File: src/dmcr_defs.svh
/*
 * constants for the display misc control register bank.
 * assumes an indexed port: the host presents an index and data byte.
 */
// Operation
// RULE_01: row strobe cycle length from extended bit and extension bit
// RULE_02: 7-cycle is 4 low 3 high; 9-cycle is 5 low 4 high
// RULE_03: 6-cycle is 3.5 low 2.5 high; 8-cycle 4.5 low 3.5 high
// RULE_04: software sets extended row strobe bit only with EDO memory
// RULE_05: lcd tristate bit floats panel data and control outputs
// RULE_06: extra panel data bits float only for 24-bit active matrix
// RULE_07: power outputs ignore lcd tristate; follow power tristate bit
// RULE_08: 0/0 gives 8-entry fifo, request when no longer full
// RULE_09: 0/1 gives 20-entry fifo, request when no longer full
// RULE_10: 1/0 gives 20-entry fifo, request at or below half full
// RULE_11: 1/1 requests when empty entries reach extended threshold
// RULE_12: software picks 8-entry for text, 20-entry for graphics
// RULE_13: refresh-per-scanline bit forces one refresh, else three/five
// RULE_14: colour panel class selects dual or single scan
// RULE_15: frame-buffer stop blocks requests at end of row strobe cycle
// RULE_16: cursor size bit picks 32 or 64 pixel cursor when enabled
// RULE_17: software mirrors cursor size into cursor control register
// RULE_18: inversion bit selects inverted oscillator as pixel clock
// RULE_19: defined bits reset zero, reserved bits read zero
`ifndef DMCR_DEFS_SVH
`define DMCR_DEFS_SVH
`define DMCR_IDX_MISC        8'h20
`define DMCR_IDX_DSCAN       8'h21
`define DMCR_MISC_MASK       8'hEF
`define DMCR_DSCAN_MASK      8'hF8
`define DMCR_RESET_VAL       8'h00
`define DMCR_B_RAS_EXT       6
`define DMCR_B_LCD_TRI       5
`define DMCR_B_PWR_TRI       3
`define DMCR_B_FIFO_THR      2
`define DMCR_B_REF_LINE      7
`define DMCR_B_DUAL_SCAN     6
`define DMCR_B_FB_STOP       5
`define DMCR_B_CUR_SIZE      4
`define DMCR_B_CLK_INV       3
`define DMCR_HALF_CLK_FLAG   4'h1
`define DMCR_DEPTH_SHORT     5'h08
`define DMCR_DEPTH_LONG      5'h14
`define DMCR_HALF_LONG       5'h0A
`define DMCR_REF_ONE         3'h1
`define DMCR_REF_THREE       3'h3
`define DMCR_REF_FIVE        3'h5
`define DMCR_CLASS_COLOUR    2'h2
`define DMCR_PANEL_24BIT     2'h3
`define DMCR_CUR_SMALL       7'h20
`define DMCR_CUR_LARGE       7'h40
`define DMCR_LOW_7           4'h8
`define DMCR_HIGH_7          4'h6
`define DMCR_LOW_6           4'h7
`define DMCR_HIGH_6          4'h5
`define DMCR_LOW_9           4'hA
`define DMCR_HIGH_9          4'h8
`define DMCR_LOW_8           4'h9
`define DMCR_HIGH_8          4'h7
`endif

File: src/dmcr_pkg.sv
/*
 * types for the display misc control register bank.
 * assumes dmcr_defs.svh is compiled alongside.
 */
package dmcr_pkg;
    // row strobe phase lengths counted in half memory clocks
    typedef struct packed {
        logic [3:0] low_half;
        logic [3:0] high_half;
        logic [3:0] total;
    } dmcr_ras_t;
    typedef struct packed {
        logic       wr;
        logic       rd;
        logic [7:0] index;
        logic [7:0] data;
    } dmcr_req_t;
endpackage : dmcr_pkg

File: src/dmcr_bank.sv
/*
 * display misc control bank: two indexed registers and the control
 * decodes they steer (row strobe timing, panel output enables, refresh
 * fifo request, refresh count, scan mode, cursor size, clock inversion).
 * assumes the host index/data port is synchronous to i_clock (memory
 * clock, 40 MHz) and the row strobe sequencer supplies i_ras_cycle_end.
 */
`timescale 1ns/1ps
`include "dmcr_defs.svh"
module dmcr_bank (
    input  wire logic              i_clock,
    input  wire logic              i_reset_n,
    input  wire dmcr_pkg::dmcr_req_t i_req,
    output logic [7:0]             o_rdata,
    input  wire logic              i_ext_ras_short,
    input  wire logic              i_ext_fifo_deep,
    input  wire logic [3:0]        i_fifo_thr_ext,
    input  wire logic              i_refresh_five_sel,
    input  wire logic [1:0]        i_panel_class,
    input  wire logic [1:0]        i_panel_type,
    input  wire logic              i_cursor_enable,
    input  wire logic [4:0]        i_fifo_level,
    input  wire logic              i_fb_request,
    input  wire logic              i_ras_cycle_end,
    input  wire logic              i_osc_inverted,
    output dmcr_pkg::dmcr_ras_t    o_ras_timing,
    output logic                   o_panel_ctl_oe,
    output logic                   o_panel_extra_oe,
    output logic                   o_panel_power_oe,
    output logic [4:0]             o_fifo_depth,
    output logic                   o_fifo_fill_req,
    output logic [2:0]             o_refresh_per_line,
    output logic                   o_dual_scan,
    output logic                   o_single_scan,
    output logic [6:0]             o_cursor_pixels,
    output logic                   o_fb_request,
    output logic                   o_clk_invert
);
    logic [7:0] misc_r;
    logic [7:0] dscan_r;
    logic       fb_stop_r;

    wire wr_misc  = i_req.wr && (i_req.index == `DMCR_IDX_MISC);
    wire wr_dscan = i_req.wr && (i_req.index == `DMCR_IDX_DSCAN);
    wire [7:0] rd_sel =
        (i_req.index == `DMCR_IDX_MISC)  ? misc_r  :
        (i_req.index == `DMCR_IDX_DSCAN) ? dscan_r : `DMCR_RESET_VAL;

    always_ff @(posedge i_clock) begin
        if (!i_reset_n) begin
            misc_r  <= `DMCR_RESET_VAL; // [RULE_19]
            dscan_r <= `DMCR_RESET_VAL; // [RULE_19]
        end else begin
            // reserved bits never store, so they read back zero
            if (wr_misc)
                misc_r <= i_req.data & `DMCR_MISC_MASK; // [RULE_19]
            if (wr_dscan)
                dscan_r <= i_req.data & `DMCR_DSCAN_MASK; // [RULE_19]
        end
    end

    wire ras_ext   = misc_r[`DMCR_B_RAS_EXT];
    wire fifo_thr  = misc_r[`DMCR_B_FIFO_THR];
    wire [1:0] ras_sel = {ras_ext, i_ext_ras_short};
    // half-clock units let the 6/8 settings carry their .5 edges
    dmcr_pkg::dmcr_ras_t ras_nxt;
    always_comb begin
        unique case (ras_sel)
            2'h0: ras_nxt = '{`DMCR_LOW_7, `DMCR_HIGH_7, 4'h7}; // [RULE_02]
            2'h1: ras_nxt = '{`DMCR_LOW_6, `DMCR_HIGH_6, 4'h6}; // [RULE_03]
            2'h2: ras_nxt = '{`DMCR_LOW_9, `DMCR_HIGH_9, 4'h9}; // [RULE_02]
            2'h3: ras_nxt = '{`DMCR_LOW_8, `DMCR_HIGH_8, 4'h8}; // [RULE_03]
        endcase
    end // [RULE_01]

    wire lcd_tri   = misc_r[`DMCR_B_LCD_TRI];
    wire pwr_tri   = misc_r[`DMCR_B_PWR_TRI];
    wire is_24bit  = (i_panel_type == `DMCR_PANEL_24BIT);
    wire ctl_oe    = !lcd_tri; // [RULE_05]
    wire extra_oe  = !(lcd_tri && is_24bit); // [RULE_06]
    wire power_oe  = !pwr_tri; // [RULE_07]

    wire [1:0] fifo_sel = {fifo_thr, i_ext_fifo_deep};
    wire [4:0] depth = (fifo_sel == 2'h0) ? `DMCR_DEPTH_SHORT
                                          : `DMCR_DEPTH_LONG;
    wire [4:0] empty_cnt = depth - i_fifo_level;
    logic fill_nxt;
    always_comb begin
        unique case (fifo_sel)
            2'h0: fill_nxt = (i_fifo_level < depth); // [RULE_08]
            2'h1: fill_nxt = (i_fifo_level < depth); // [RULE_09]
            2'h2: fill_nxt = (i_fifo_level <= `DMCR_HALF_LONG); // [RULE_10]
            2'h3: fill_nxt = (empty_cnt >= {1'b0, i_fifo_thr_ext}); // [RULE_11]
        endcase
    end

    wire [2:0] refresh_nxt =
        dscan_r[`DMCR_B_REF_LINE] ? `DMCR_REF_ONE :
        (i_refresh_five_sel ? `DMCR_REF_FIVE : `DMCR_REF_THREE); // [RULE_13]
    wire colour    = (i_panel_class == `DMCR_CLASS_COLOUR);
    wire dual_nxt  = colour && dscan_r[`DMCR_B_DUAL_SCAN]; // [RULE_14]
    wire single_nxt = colour && !dscan_r[`DMCR_B_DUAL_SCAN]; // [RULE_14]
    wire [6:0] cursor_nxt = !i_cursor_enable ? 7'h00 :
        (dscan_r[`DMCR_B_CUR_SIZE] ? `DMCR_CUR_LARGE
                                   : `DMCR_CUR_SMALL); // [RULE_16]

    // stop takes hold only on a row strobe cycle boundary
    always_ff @(posedge i_clock) begin
        if (!i_reset_n)
            fb_stop_r <= 1'b0;
        else if (i_ras_cycle_end)
            fb_stop_r <= dscan_r[`DMCR_B_FB_STOP]; // [RULE_15]
    end

    always_ff @(posedge i_clock) begin
        if (!i_reset_n) begin
            o_rdata            <= `DMCR_RESET_VAL;
            o_ras_timing       <= '0;
            o_panel_ctl_oe     <= 1'b0;
            o_panel_extra_oe   <= 1'b0;
            o_panel_power_oe   <= 1'b0;
            o_fifo_depth       <= '0;
            o_fifo_fill_req    <= 1'b0;
            o_refresh_per_line <= '0;
            o_dual_scan        <= 1'b0;
            o_single_scan      <= 1'b0;
            o_cursor_pixels    <= '0;
            o_fb_request       <= 1'b0;
            o_clk_invert       <= 1'b0;
        end else begin
            o_rdata            <= i_req.rd ? rd_sel : `DMCR_RESET_VAL;
            o_ras_timing       <= ras_nxt;
            o_panel_ctl_oe     <= ctl_oe;
            o_panel_extra_oe   <= extra_oe;
            o_panel_power_oe   <= power_oe;
            o_fifo_depth       <= depth;
            o_fifo_fill_req    <= fill_nxt;
            o_refresh_per_line <= refresh_nxt;
            o_dual_scan        <= dual_nxt;
            o_single_scan      <= single_nxt;
            o_cursor_pixels    <= cursor_nxt;
            o_fb_request       <= i_fb_request && !fb_stop_r; // [RULE_15]
            // actual clock mux lives in the clock tree; this is its select
            o_clk_invert       <= dscan_r[`DMCR_B_CLK_INV]; // [RULE_18]
        end
    end
endmodule : dmcr_bank

File: config.mk
export PLATFORM = sky130hd
export DESIGN_NAME = dmcr_bank
export DESIGN_NICKNAME = d
export VERILOG_FILES = /design/src/dmcr_pkg.sv /design/src/dmcr_bank.sv
export VERILOG_INCLUDE_DIRS = /design/src
export SDC_FILE = /design/constraint.sdc
export NUM_CORES = 1
export LEC_CHECK = 0
export BUFFER_PORTS_ARGS = -buffer_cell sky130_fd_sc_hd__buf_2
export CAP_MARGIN = 40
export CORE_AREA = 2 2 68 70
export DETAILED_ROUTE_END_ITERATION = 10
export DIE_AREA = 0 0 70 72
export PLACE_DENSITY = 0.77
export SETUP_SLACK_MARGIN = 0.3
export SKIP_CTS_REPAIR_TIMING = 1
export SYNTH_ARGS = -nofsm -noshare
export SYNTH_HDL_FRONTEND = slang
export SYNTH_SLANG_ARGS = --single-unit
File: constraint.sdc
create_clock -name i_clock -period 2.45 [get_ports i_clock]
set_input_delay 0.1225 -clock i_clock [delete_from_list [all_inputs] [get_ports i_clock]]
set_output_delay 0.1225 -clock i_clock [all_outputs]
set_load 0.02 [all_outputs]
==> metrics.md <==
| Metric | Value |
|---|---|
| Outcome | `completed` |
| Worst setup EP type | `register` |
| H-tree Lvls | `2` |
| Final WS setup | `0.4769 ns` |
| Complex-gate fraction of the synthesized area | `under 10%` |
| Detail Route Antenna Nets | `0` |
| Share of cells above drive strength 1 | `34.34%` |
| Critical path fanouts, max | `7` |
| Final HPWL DP | `2769 µm` |
| Total routed wirelength | `3662 µm` |
| Via density | `~4.7` |
| Worst Path Arrival | `2.14 ns` |
| Top-area cell type share of the netlist area | `between 40% and 50%` |
| RSZ-0062 raised after global routing | `false` |
| Worst slack, placed | `roughly 0.43 ns` |
| Vias in the first global route | `~1,400` |
| WL/cell | `11.55 µm` |
| Row cnt | `24` |
| WS Path Type | `reg2reg` |
| Crit-path slowest cell | `dfxtp_1` |
| Antenna diodes | `0` |
| Multiplexer share of the synthesized area | `6.919%` |
| TritonCTS clock tree | `built` |
| Setup_tns | `0 ns` |
| CP startpoint kind | `register` |
| Synthesized instance count | `189` |
| EDFF count, synth | `0` |
| Post-Synth XOR/XNOR Area | `under 10%` |
| Dominant cells by area after synthesis | `dfxtp_1, ha_1, mux2i_1, nor2_1, buf_4` |
| CP cell instances | `nor2_2 -> nand2_1 -> o22ai_1 -> xnor2_1 -> ha_1 -> a21boi_0 -> nor4b_1 -> o32ai_1` |
| Mapped Area | `~0.0019 mm²` |
| IO Count | `83` |
| CTS Buf Count | `5` |
| Minimum clock period | `between 1.5 and 2 ns` |
| F_max | `506.8 MHz` |
| Pwr Total | `0.001392 W` |
| Seq cells post-synth | `46` |
| Starting Density | `approximately 44%` |
| Clock latency on the worst-skew pair | `0.29 ns` |
| Crit-path leading delay family | `simple AND/OR/NAND/NOR gates` |
| CTS clk-pin slew, worst paths | `0.08 ns` |
| Critical Path Max Stage Delay | `0.38 ns` |
| Fill cells | `388` |
| Count of final max-slew check failures | `0` |
| Die Wd | `70 µm` |
| Synthesized area per cell | `9.950 µm²` |
| Simple-Gate Fraction of Synth Area | `18.96%` |
| Total Routing Usage GR | `14.76%` |
| Largest family of logic cells by synthesized area | `simple AND/OR/NAND/NOR gates` |
| Global route overflow | `0` |
| Synth Flop Type | `dfxtp_1` |
| Height of the die | `72 µm` |
| Final Util | `55.37%` |
| First-pass GRT wire length | `5899 µm` |
| # setup viols final | `0` |
| Core Box Area | `0.004264 mm²` |
| Iteration-0 DRC Markers | `57` |
| Fin. Hold Viols | `0` |
| Dpl cells | `307` |
| Via count | `1,485` |
| Seq/Total Area, Yosys | `48.97%` |
| CP Data Required Time | `2.62 ns` |
| Sinks on Clock Net | `46` |
| Max cap viols | `0` |
| Gpl congestion | `0.8719` |
| Port Buf Inserts | `74` |
| CP bufs+invs | `0` |
| Area grow syn2layout | `25.55%` |
| Final #Nets | `~320` |
| Initial antenna violation count | `0` |
| Netlist cell types | `34` |
| Post-Layout Cell Count | `317` |
| P_leak | `1.256 nW` |
| Yosys top cell by area | `dfxtp_1` |
| Worst IR Drop VDD | `0.3720 mV` |
| Async SR Flop Fraction | `0%` |
| Die area | `0.005040 mm²` |
| Drt drc | `0` |
| Post-synthesis adder-cell area fraction | `approximately 8.6%` |
| Pin count of the biggest net entering global routing | `20` |
| Power density over the cells | `589.6 mW/mm²` |
| Synth warnings | `0` |
| CTS Buffer Depth | `2` |
| Final period utilization | `80.53%` |
| HP Class | `in2reg` |
| Setup Skew | `about 0.0034 ns` |
| Clock Tree Root | `clkbuf_8` |
| 1st-pass router iterations | `4` |
==> state kept, by name, indices dropped and copies added, names as in the netlist, 2 cells and up <==
| name | flops |
|---|---|
| o_cursor_pixels | 2 |
| o_rdata | 8 |
| misc_r | 7 |
| dscan_r | 5 |
| o_ras_timing | 10 |
| o_fifo_depth | 2 |
| o_refresh_per_line | 3 |
==> logic make-up (layout without fill, tap and decap cells) <==
family,after synthesis,count (layout)
compound gates,20,20
xor+xnor,3,3
fa+ha+maj,13,13
buf+inv,28,98
flops,46,46
mux,13,13
other cells,1,7
simple gates,65,65
==> Yosys cell counts (all sizes together), types with 2 or more instances <==
library cell  instances
nor4b                 3
a22o                  4
o21ai                 5
a21oi                 2
a31oi                 2
inv                  13
o22ai                 2
nand3                 5
nand2b                3
a21boi                2
mux2i                13
dfxtp                46
and2                  8
nor2                 34
buf                  11
clkbuf                4
xnor2                 3
nand2                 4
nor3                  2
ha                   13
==> worst paths after layout <==
kind,from,endpoint,slack (ns),cells after the start
setup / recovery,misc_r[2],o_fifo_fill_req,0.48,8
setup reg to reg,misc_r[2],o_fifo_fill_req,0.48,8
hold reg to reg,fb_stop_r,o_fb_request,0.43,1
hold / removal,i_panel_type[1],o_panel_extra_oe,0.02,2
==> through the flow <==
stage	hold WS [ns]	area (µm²)
finish	0.02106	2361
global route	0.03095	2361
CTS	-0.02058	2338
detailed placement	0.2989	2252
global placement	0.2970	2252
floorplan	0.1502	1903
==> metal layers <==
metal	vias up	wire length [µm]	part of all wire [%]	track usage [%]
li1	755	-	-	-
met1	662	1595	44	16.64
met2	63	1645	45	25.50
met3	5	364	9.9	5.972
met4	0	56	1.5	5.128
met5	-	0	0	0
==> layout by cell type, fill, tap and decap left out <==
| cell type | netlist | layout |
|---|---|---|
| mux2i_1 | 13 | 13 |
| nand3b_1 | 1 | 1 |
| xnor2_1 | 3 | 3 |
| nor3b_1 | 1 | 1 |
| and2_1 | 8 | 8 |
| nor4b_4 | 1 | 1 |
| a31o_2 | 1 | 1 |
| a22o_1 | 4 | 4 |
| o22ai_1 | 2 | 2 |
| a21oi_1 | 2 | 2 |
| and3_1 | 1 | 1 |
| nor2_1 | 32 | 31 |
| nor2b_1 | 1 | 1 |
| clkbuf_8 | 0 | 5 |
| ha_1 | 13 | 13 |
| buf_4 | 10 | 1 |
| and4b_1 | 1 | 1 |
| a21boi_0 | 2 | 2 |
| a311o_1 | 1 | 1 |
| nor4b_1 | 2 | 2 |
| o21ai_0 | 5 | 5 |
| inv_1 | 13 | 13 |
| clkbuf_1 | 4 | 1 |
| or4_4 | 1 | 1 |
| conb_1 | 1 | 7 |
| o32ai_1 | 1 | 1 |
| nand3_2 | 3 | 3 |
| dlygate4sd3_1 | 0 | 2 |
| a31oi_1 | 2 | 2 |
| nor3_1 | 2 | 2 |
| nor2_2 | 2 | 3 |
| clkinv_4 | 0 | 1 |
| clkinv_2 | 0 | 1 |
| buf_2 | 0 | 74 |
| nand2b_1 | 3 | 3 |
| nand2_1 | 4 | 4 |
| nand3_1 | 2 | 2 |
| dfxtp_1 | 46 | 46 |
==> power by group <==
| part | switching, W | internal (W) | leakage (nW) |
|---|---|---|---|
| Sequential | 0.00000443 | 0.000765 | 0.376 |
| Clock | 0.000243 | 0.000201 | 0.0452 |
| Combinational | 0.000105 | 0.0000742 | 0.835 |
| Total | 0.000352 | 0.00104 | 1.26 |
==> layout make-up <==
type	instances	area [µm²]	share of cell area [%]
Inverter	13	48.80	2.067
Clock buffer	6	72.57	3.074
Clock inverter	2	13.76	0.5829
Tap cell	52	65.06	2.756
Multi-Input combinational cell	121	842.1	35.67
Sequential cell	46	920.9	39.00
Timing Repair Buffer	77	397.9	16.85
Power figures use the tool's default switching activity.
